===== src/logic/rtc_regs.svh =====
`ifndef RTC_REGS_SVH
`define RTC_REGS_SVH

// ****************************************
// Register byte offsets
// ****************************************
`define OFS_STATUS_CONTROL 4'h0
`define OFS_COUNT_VALUE    4'h4
`define OFS_MATCH_LIMIT    4'h8

// ****************************************
// Reset values
// ****************************************
`define RST_STATUS_CONTROL 8'h00
`define RST_COUNT_VALUE    8'h00
`define RST_MATCH_LIMIT    8'h00
`define RST_PRESC          18'h00000

// ****************************************
// Field codes
// ****************************************
`define DIV_OFF            4'h0
`define READ_ZERO          32'h0000_0000
`define UPPER_ZERO         24'h00_0000
`define BE_LOW_LANE        0

`endif


===== src/logic/rtc_pkg.sv =====
`default_nettype none

package rtc_pkg;

    // ****************************************
    // Status and control layout
    // ****************************************
    typedef struct packed {
        logic       match_flag;
        logic [1:0] source_select;
        logic       match_irq_enable;
        logic [3:0] divider_select;
    } status_control_t;

    typedef logic [17:0] presc_t;

    typedef enum logic {
        BUS_IDLE,
        BUS_ACK
    } bus_state_t;

endpackage : rtc_pkg

`default_nettype wire


===== src/logic/periodic_wakeup_counter.sv =====
`include "rtc_regs.svh"
`default_nettype none

module periodic_wakeup_counter
    import rtc_pkg::*;
(
    // Clock and reset
    input  wire logic        clock,
    input  wire logic        rst_n,
    input  wire logic        clk_en,
    // Avalon-MM slave
    input  wire logic [3:0]  avs_address,
    input  wire logic        avs_read,
    input  wire logic        avs_write,
    input  wire logic [31:0] avs_writedata,
    input  wire logic [3:0]  avs_byteenable,
    output var  logic [31:0] avs_readdata,
    output var  logic        avs_waitrequest,
    // Count sources
    input  wire logic        low_power_osc_1khz,
    input  wire logic        external_ref_clock,
    input  wire logic        internal_ref_clock,
    // Processor debug state
    input  wire logic        debug_active,
    // Events
    output var  logic        irq,
    output var  logic        conv_trigger
);

    // ****************************************
    // Divide-by table
    // ****************************************
    function automatic presc_t div_value(
        input logic       dec_hi,
        input logic [3:0] code
    );
        presc_t v;
        v = 18'h00000;
        unique case ({dec_hi, code})
            5'h00: v = 18'h00000;
            5'h01: v = 18'h00008;
            5'h02: v = 18'h00020;
            5'h03: v = 18'h00040;
            5'h04: v = 18'h00080;
            5'h05: v = 18'h00100;
            5'h06: v = 18'h00200;
            5'h07: v = 18'h00400;
            5'h08: v = 18'h00001;
            5'h09: v = 18'h00002;
            5'h0A: v = 18'h00004;
            5'h0B: v = 18'h0000A;
            5'h0C: v = 18'h00010;
            5'h0D: v = 18'h00064;
            5'h0E: v = 18'h001F4;
            5'h0F: v = 18'h003E8;
            5'h10: v = 18'h00000;
            5'h11: v = 18'h00400;
            5'h12: v = 18'h00800;
            5'h13: v = 18'h01000;
            5'h14: v = 18'h02000;
            5'h15: v = 18'h04000;
            5'h16: v = 18'h08000;
            5'h17: v = 18'h10000;
            5'h18: v = 18'h003E8;
            5'h19: v = 18'h007D0;
            5'h1A: v = 18'h01388;
            5'h1B: v = 18'h02710;
            5'h1C: v = 18'h04E20;
            5'h1D: v = 18'h0C350;
            5'h1E: v = 18'h186A0;
            5'h1F: v = 18'h30D40;
        endcase
        return v;
    endfunction : div_value

    // ****************************************
    // Source synchronisers
    // ****************************************
    logic [2:0] sync1_r;
    logic [2:0] sync2_r;
    logic [2:0] sync3_r;
    logic [2:0] level_r;
    wire  [2:0] src_raw;
    wire  [2:0] src_agree;
    wire  [2:0] level_nxt;
    wire  [2:0] src_rise;

    assign src_raw = {internal_ref_clock, external_ref_clock, low_power_osc_1khz};

    // Second and third stage must agree before a level counts
    assign src_agree = ~(sync2_r ^ sync3_r);
    assign level_nxt = (src_agree & sync3_r) | (~src_agree & level_r);
    assign src_rise  = src_agree & sync3_r & ~level_r;

    always_ff @(posedge clock)
    begin
        if (!rst_n)
        begin
            sync1_r <= 3'h0;
            sync2_r <= 3'h0;
            sync3_r <= 3'h0;
            level_r <= 3'h0;
        end
        else if (clk_en)
        begin
            sync1_r <= src_raw;
            sync2_r <= sync1_r;
            sync3_r <= sync2_r;
            level_r <= level_nxt;
        end
    end

    // ****************************************
    // Register state
    // ****************************************
    status_control_t sc_r;
    logic [7:0]      count_r;
    logic [7:0]      limit_r;
    presc_t          presc_r;
    bus_state_t      bus_r;
    logic [31:0]     rdata_r;
    logic            waitreq_r;
    logic            irq_r;
    logic            trig_r;

    // ****************************************
    // Bus decode
    // ****************************************
    wire             bus_req;
    wire             bus_take;
    wire             lane0;
    wire             hit_sc;
    wire             hit_cnt;
    wire             hit_lim;
    wire             wr_sc;
    wire             wr_lim;
    wire             wr_cnt;
    wire [31:0]      rd_word;
    status_control_t wd;

    assign bus_req  = avs_read | avs_write;
    // Write lands only at the edge where waitrequest is seen low
    assign bus_take = (bus_r == BUS_ACK);
    assign lane0    = avs_byteenable[`BE_LOW_LANE];
    assign hit_sc   = (avs_address == `OFS_STATUS_CONTROL);
    assign hit_cnt  = (avs_address == `OFS_COUNT_VALUE);
    assign hit_lim  = (avs_address == `OFS_MATCH_LIMIT);
    assign wr_sc    = bus_take & avs_write & lane0 & hit_sc;
    assign wr_lim   = bus_take & avs_write & lane0 & hit_lim;
    assign wr_cnt   = bus_take & avs_write & hit_cnt;
    assign wd       = status_control_t'(avs_writedata[7:0]);

    // Count register has no write path at all
    assign rd_word = hit_sc  ? {`UPPER_ZERO, sc_r} :
                     hit_cnt ? {`UPPER_ZERO, count_r} :
                     hit_lim ? {`UPPER_ZERO, limit_r} :
                     `READ_ZERO;

    // ****************************************
    // Counting decode
    // ****************************************
    wire         sel_change;
    wire         restart;
    wire         flag_clr;
    wire         src_edge;
    wire         running;
    wire         presc_wrap;
    wire         tick;
    wire         hit;
    wire         flag_nxt;
    wire presc_t div_last;
    wire presc_t presc_nxt;
    wire [7:0]   count_nxt;

    // Only a differing source or divider restarts; any limit write with byte lane 0 enabled restarts, even with the same value
    assign sel_change = wr_sc & ((wd.source_select != sc_r.source_select)
                        | (wd.divider_select != sc_r.divider_select));
    assign restart    = sel_change | wr_lim;
    assign flag_clr   = wr_sc & wd.match_flag;

    assign src_edge = sc_r.source_select[1] ? src_rise[2] :
                      sc_r.source_select[0] ? src_rise[1] : src_rise[0];

    // Off code stops the prescaler; debug freezes prescaler and counter
    assign running    = (sc_r.divider_select != `DIV_OFF) & ~debug_active;
    assign div_last   = div_value(sc_r.source_select[0], sc_r.divider_select)
                        - 18'h00001;
    assign presc_wrap = (presc_r == div_last);
    assign tick       = running & src_edge & presc_wrap;

    // Flag rises on the step from the limit back to zero
    assign hit = tick & (count_r == limit_r);

    assign presc_nxt = restart ? `RST_PRESC :
                       !(running & src_edge) ? presc_r :
                       presc_wrap ? `RST_PRESC :
                       presc_r + 18'h00001;

    assign count_nxt = restart ? `RST_COUNT_VALUE :
                       !tick ? count_r :
                       hit ? `RST_COUNT_VALUE :
                       count_r + 8'h01;

    // A hit in the clearing cycle is kept: set beats clear
    assign flag_nxt = hit | (sc_r.match_flag & ~flag_clr);

    // ****************************************
    // Bus slave
    // ****************************************
    always_ff @(posedge clock)
    begin
        if (!rst_n)
        begin
            bus_r     <= BUS_IDLE;
            waitreq_r <= 1'b1;
            rdata_r   <= `READ_ZERO;
        end
        else if (clk_en)
        begin
            unique case (bus_r)
                BUS_IDLE:
                begin
                    if (bus_req)
                    begin
                        bus_r     <= BUS_ACK;
                        waitreq_r <= 1'b0;
                        rdata_r   <= rd_word;
                    end
                end
                BUS_ACK:
                begin
                    bus_r     <= BUS_IDLE;
                    waitreq_r <= 1'b1;
                end
            endcase
        end
    end

    // ****************************************
    // Control and counter
    // ****************************************
    always_ff @(posedge clock)
    begin
        if (!rst_n)
        begin
            sc_r    <= status_control_t'(`RST_STATUS_CONTROL);
            count_r <= `RST_COUNT_VALUE;
            limit_r <= `RST_MATCH_LIMIT;
            presc_r <= `RST_PRESC;
        end
        else if (clk_en)
        begin
            if (wr_sc)
            begin
                sc_r.source_select    <= wd.source_select;
                sc_r.match_irq_enable <= wd.match_irq_enable;
                sc_r.divider_select   <= wd.divider_select;
            end
            sc_r.match_flag <= flag_nxt;
            if (wr_lim)
            begin
                limit_r <= avs_writedata[7:0];
            end
            count_r <= count_nxt;
            presc_r <= presc_nxt;
        end
    end

    // ****************************************
    // Event outputs
    // ****************************************
    always_ff @(posedge clock)
    begin
        if (!rst_n)
        begin
            irq_r  <= 1'b0;
            trig_r <= 1'b0;
        end
        else if (clk_en)
        begin
            irq_r  <= sc_r.match_flag & sc_r.match_irq_enable;
            trig_r <= hit;
        end
    end

    assign avs_readdata    = rdata_r;
    assign avs_waitrequest = waitreq_r;
    assign irq             = irq_r;
    assign conv_trigger    = trig_r;

    // ****************************************
    // Checks
    // ****************************************
    property p_flag_set;
        @(posedge clock) disable iff (!rst_n)
        clk_en && hit |=> sc_r.match_flag;
    endproperty
    a_flag_set: assert property (p_flag_set)
        else $error("match flag not set after a hit");

    property p_flag_clr;
        @(posedge clock) disable iff (!rst_n)
        clk_en && flag_clr && !hit |=> !sc_r.match_flag ##1 (!irq_r || !$past(clk_en));
    endproperty
    a_flag_clr: assert property (p_flag_clr)
        else $error("match flag or request not cleared by write");

    property p_irq;
        @(posedge clock) disable iff (!rst_n)
        clk_en && sc_r.match_flag && sc_r.match_irq_enable |=> irq_r;
    endproperty
    a_irq: assert property (p_irq)
        else $error("interrupt missing while flag and enable set");

    property p_no_irq;
        @(posedge clock) disable iff (!rst_n)
        clk_en && !sc_r.match_irq_enable |=> !irq_r;
    endproperty
    a_no_irq: assert property (p_no_irq)
        else $error("interrupt raised while disabled");

    property p_restart;
        @(posedge clock) disable iff (!rst_n)
        clk_en && restart |=> count_r == 8'h00 && presc_r == 18'h00000;
    endproperty
    a_restart: assert property (p_restart)
        else $error("counters not cleared by restart");

    property p_wrap;
        @(posedge clock) disable iff (!rst_n)
        clk_en && tick && !restart && count_r == limit_r
        |=> count_r == 8'h00 && sc_r.match_flag;
    endproperty
    a_wrap: assert property (p_wrap)
        else $error("counter did not wrap at the limit");

    property p_step;
        @(posedge clock) disable iff (!rst_n)
        clk_en && tick && !restart && count_r != limit_r
        |=> count_r == $past(count_r) + 8'h01;
    endproperty
    a_step: assert property (p_step)
        else $error("counter did not step by one");

    // Checks held state, not the tick term, so a broken gate shows up
    property p_off;
        @(posedge clock) disable iff (!rst_n)
        clk_en && !restart && (sc_r.divider_select == `DIV_OFF || debug_active)
        |=> $stable(count_r) && $stable(presc_r);
    endproperty
    a_off: assert property (p_off)
        else $error("count step while off or in debug");

    property p_ro;
        @(posedge clock) disable iff (!rst_n)
        clk_en && wr_cnt && !tick && !restart |=> $stable(count_r);
    endproperty
    a_ro: assert property (p_ro)
        else $error("count register changed by a write");

    property p_trig;
        @(posedge clock) disable iff (!rst_n)
        clk_en && hit |=> conv_trigger ##1 (conv_trigger == $past(hit) || !$past(clk_en));
    endproperty
    a_trig: assert property (p_trig)
        else $error("converter trigger missing after a hit");

endmodule : periodic_wakeup_counter

`default_nettype wire


===== config.mk =====
export PLATFORM = sky130hd
export DESIGN_NAME = periodic_wakeup_counter
export DESIGN_NICKNAME = d
export VERILOG_FILES = /design/src/logic/rtc_pkg.sv /design/src/logic/periodic_wakeup_counter.sv
export VERILOG_INCLUDE_DIRS = /design/src /design/src/logic
export SDC_FILE = /design/constraint.sdc
export NUM_CORES = 1
export LEC_CHECK = 0
export ABC_AREA = 1
export BUFFER_PORTS_ARGS = -buffer_cell sky130_fd_sc_hd__buf_4
export CAP_MARGIN = 20
export CORE_MARGIN = 4
export CORE_UTILIZATION = 30
export DETAILED_ROUTE_END_ITERATION = 7
export PLACE_DENSITY = 0.49
export SYNTH_ARGS = -nofsm -noshare
export SYNTH_HDL_FRONTEND = slang
export SYNTH_SLANG_ARGS = --single-unit

===== constraint.sdc =====
create_clock -name clock -period 2.4 [get_ports clock]
set_input_delay 0.24 -clock clock [delete_from_list [all_inputs] [get_ports clock]]
set_output_delay 0.24 -clock clock [all_outputs]
set_load 0.01 [all_outputs]

Word level (Yosys, flattened, before mapping)

Memories as Yosys holds them, arrays and structs flattened. A register that Yosys moved wholly into a read port is not among the register bits.
Index checks and enable logic that the tools add are counted.
Widths: inputs -> output; s select.

Register bits: 90
Memory bits (read-only): 576
Memories kept: 1
Input port bits: 49

Equality and inequality tests: 7
$add $sub $neg: 3
Reduce and logical (&&, ||, !) cells: 10
Multiplexer cells: 17
Bitwise logic cells: 27

Memory list:

| memory          | words | width | read ports | clocked after Yosys merged registers in | write ports | RTL line                      | RTL |
|---|---|---|---|---|---|---|---|
| (no name shown) | 32    | 18    | 1          | 1                                       | 0           | periodic_wakeup_counter.sv:39 | `unique case ({dec_hi, code})` |

Operators by type and width:

| kind                  | count |
|---|---|
| $mux 18               | 3 |
| $mux 8                | 6 |
| $add 18x1->18 const B | 1 |
| $eq 18x18->1          | 1 |
| $sub 18x1->18 const B | 1 |
| $and 1x1->1           | 12 |
| $mux 5                | 2 |
| $reduce_and 2->1      | 5 |
| $and 3x3->3           | 3 |
| $not 3->3             | 3 |
| $add 8x1->8 const B   | 1 |
| $eq 8x8->1            | 1 |
| $eq 4x3->1 const B    | 1 |
| $eq 4x4->1 const B    | 1 |
| $logic_not 4->1       | 1 |
| $mux 1                | 4 |
| $ne 4x4->1            | 1 |
| $or 1x1->1            | 4 |
| $pmux 1 s2            | 2 |
| $reduce_bool 2->1     | 2 |
| $reduce_bool 4->1     | 1 |
| $not 1->1             | 3 |
| $or 3x3->3            | 1 |
| $reduce_and 3->1      | 1 |
| other kinds (3)       | 3 |

Logic depth before layout (Yosys ltp)

Depth after elaboration: 12
Mapped depth: 18
Mapped depth without buffers: 18

Least setup slack after synthesis

No wires, ideal clock.

Kind: reg-to-reg
Start: register bus_r
End: register (tool-made name)
Buffers on the path: 0
Stages on the path, launching flop included: 13
Clock period less this slack: 2014 ps
Arrival: 1891 ps
Setup time: 123 ps
Setup slack: 386 ps
Cells stage by stage: dfxtp_1 nand3_1 nor3_4 inv_2 a21oi_1 o21ai_2 inv_1 ha_1 inv_1 o21ai_0 o21ai_0 nand2_1 o21ai_0

RTL lines:

| what                   | RTL line                       | RTL |
|---|---|---|
| from (decl)            | periodic_wakeup_counter.sv:120 | `bus_state_t bus_r;` |
| from (signal assigned) | periodic_wakeup_counter.sv:214 | `bus_r <= BUS_IDLE;` |
| from (signal assigned) | periodic_wakeup_counter.sv:225 | `bus_r <= BUS_ACK;` |
| from (signal assigned) | periodic_wakeup_counter.sv:232 | `bus_r <= BUS_IDLE;` |

==> flow_summary.toml <==
[clock_tree]
clk_pin_slew_ps = 70
cts_sinks = 84
clock_latency_ps = 350
h-tree-depth = 3
cts_tree = "yes"
clk_path_buf_depth = 2
cts_made_buffers = 9
cts_root_buffer = "clkbuf_16"

[drt]
num_vias = 4690
drt_pass1_iterations = 5
drt_wl_total_microns = 13500
viasPerCell = 4.60
routedWlPerCell_microns = 13.2
first_iter_violations = 296
drcViolationCount = 0
antenna_left = 0

[final_layout]
antennaDiodeCount = 0
fin_nets = 856
n_fill_cell = 1837
final_area_sq_mm = 0.00603
area.growth.synth_to_final_pct = 16.2
drive_gt1_share_pct = 16.0

[yosys]
ys.flop_type = "dfxtp_1"
synth_area_leader_cell = "dfxtp_1"
synth_seq_cells = 84
ys_seq_area_share_pct = 32.4
synth-edff-count = 0
synthesis.area_sq_mm = 0.00519
avgSynthCellArea_sq_um = 6.92
syn_inst = 750
yosysWarnings = 0
synth.area.top_cells = "dfxtp_1 32%, nand2_1 11%, nor2_1 6.6%, inv_1 5.8%, o21ai_0 5.5%"
async_flop_share_pct = 0
yosysTopAreaCellShare_pct = 32.4
synth_cell_types = 46

[sta]
period_share_pct = 93.0
slew_viol_final = 0
hold_viol = 0
finClkSkew_ps = 11.7
max_clock_freq_mhz = 448
setup_ws_ps = 168
setup_viol = 0
period_minus_slack_ps = 2230
setup_tns_ps = 0
slew_headroom_pct = 55.7
tightest_slew_ps = 663

[worst_setup_path]
cp_data_arrival_time_ps = 2430
worstPathMaxFanout = 10
worstPathRequired_ps = 2590
cp-end-kind = "flip-flop"
cp-start-kind = "flip-flop"
criticalPathCategory = "flip-flop to flip-flop"

[power]
power_density_mw_per_mm2 = 513
vdd_drop_max_uv = 368
p_leak_nw = 2.54
p_total_w = 0.00309

[global_route]
antenna_found_initial = 0
grt_max_degree = 38
grt-ovfl-total = 0
grt_pass1_wl_microns = 21500
first_global_vias = 4215
grt_use_total_pct = 13.5

[run_status]
outcome = "complete, no violations"

[floorplanning]
io_pins = 84
die_h_microns = 140
start_util_pct = 31.0
row_count = 47
design.die.area_sq_mm = 0.0195
core_area_sq_mm = 0.0168
fp.dieW_microns = 140

[placement]
place_ws_ps = 91.4
post_dp_cell_area_sq_mm = 0.00562
dp_hpwl_microns = 10400
port_buffers = 32
globalplace.congestion = 0.828

[worst_hold_path]
min_path_type = "input port to flip-flop"

[run]
maxCapViolCount = 0
metal layers:
metal  part of all wire (%)  global-route usage [%]  vias to the layer above
met1                     50                    18.9                     2104
met5                      0                       0                        -
met4                   0.76                    2.91                        0
li1                       -                       -                     2486
met3                    3.7                    2.71                        6
met2                     46                    21.7                       94
worst max-delay path: stages (launching register included):
cell and delay, ps:
dfxtp_1 390, nand3_2 150, nor3_4 270, buf_4 160
buf_4 110, nor2_1 30, nor2_1 110, nand2_2 170
clkinv_2 180, nand2_1 130, nor3_1 380
logic make-up after synthesis:
kind of cell,after synthesis,synth area share [%]
AND/OR/NAND/NOR,370,34.4
buffers and inverters,129,11.7
AO/OA/AOI/OAI,122,13.1
flip-flops,84,32.4
XOR/XNOR,32,5.40
adder cells (fa/ha/maj),12,2.89
other,1,0.0722
timing repair:
action	4_1_cts	5_1_grt
endpoints found under the setup margin	0	26
buffers inserted	0	5
hold buffers	0	0
gates resized for setup	0	19
through the flow:
stage,std cells,hold WS [ps],util (%)
floorplan,773,375,-
global route,1020,107,36.0
global placement,997,465,33.5
CTS,1013,102,35.4
detailed placement,997,464,33.5
finish,1020,112,36.0
layout by cell type (no fill, tap or decap), types with 6 or more instances in the layout:
| cell | Yosys | final |
|---|---|---|
| a21oi_1 | 43 | 42 |
| buf_4 | 25 | 51 |
| clkbuf_16 | 0 | 9 |
| conb_1 | 1 | 24 |
| dfxtp_1 | 84 | 82 |
| ha_1 | 12 | 11 |
| inv_1 | 80 | 78 |
| inv_2 | 6 | 8 |
| nand2_1 | 149 | 148 |
| nand2_2 | 5 | 6 |
| nand3_1 | 44 | 43 |
| nand3b_1 | 7 | 7 |
| nand4_1 | 15 | 15 |
| nor2_1 | 91 | 89 |
| nor2_2 | 17 | 19 |
| nor3_1 | 18 | 18 |
| o21ai_0 | 57 | 52 |
| o221ai_1 | 9 | 9 |
| xnor2_1 | 8 | 8 |
| xor2_1 | 24 | 24 |
cell type report:
| class | instances | area (sq um) | area share [%] |
|---|---|---|---|
| sequential | 84 | 1680 | 27.9 |
| clock buffer | 9 | 225 | 3.73 |
| multi-input combinational | 562 | 3060 | 50.7 |
| inverter | 87 | 328 | 5.43 |
| tap | 220 | 275 | 4.56 |
| clock inverter | 7 | 81.3 | 1.35 |
| timing repair buffer | 51 | 383 | 6.34 |
path summary, 6_finish.rpt:
path / from / endpoint / slack, ps / cells past startpoint
worst min-delay path: internal_ref_clock / sync1_r[2] / 110 / 3
worst max-delay path: bus_r / flip-flop / 170 / 10
worst max register to register: bus_r / flip-flop / 170 / 10
worst min register to register: sync1_r[1] / sync2_r[1] / 480 / 2
power by group:
| group | total [W] | switching [W] | internal, W | leakage (nW) |
|---|---|---|---|---|
| registers | 0.00144 | 0.0000167 | 0.00142 | 0.682 |
| logic | 0.000206 | 0.000126 | 0.0000798 | 1.71 |
| clock network | 0.00145 | 0.000628 | 0.000822 | 0.147 |
| total | 0.00309 | 0.000771 | 0.00232 | 2.54 |
cell usage after synthesis, types with 2 or more instances:
library cell and number:
a21oi_1 43, a31o_1 2, and2_1 4, buf_1 3, buf_2 3, buf_4 25
clkbuf_1 9, dfxtp_1 84, ha_1 12, inv_1 80, inv_2 6, nand2_1 149
nand2_2 5, nand2_4 2, nand2_8 2, nand3_1 44, nand3_4 4, nand3b_1 7
nand4_1 15, nor2_1 91, nor2_2 17, nor2_4 5, nor3_1 18, nor3b_1 2
o21ai_0 57, o221ai_1 9, o22ai_1 3, xnor2_1 8, xor2_1 24
No activity file was read; power rests on OpenSTA's default activity.
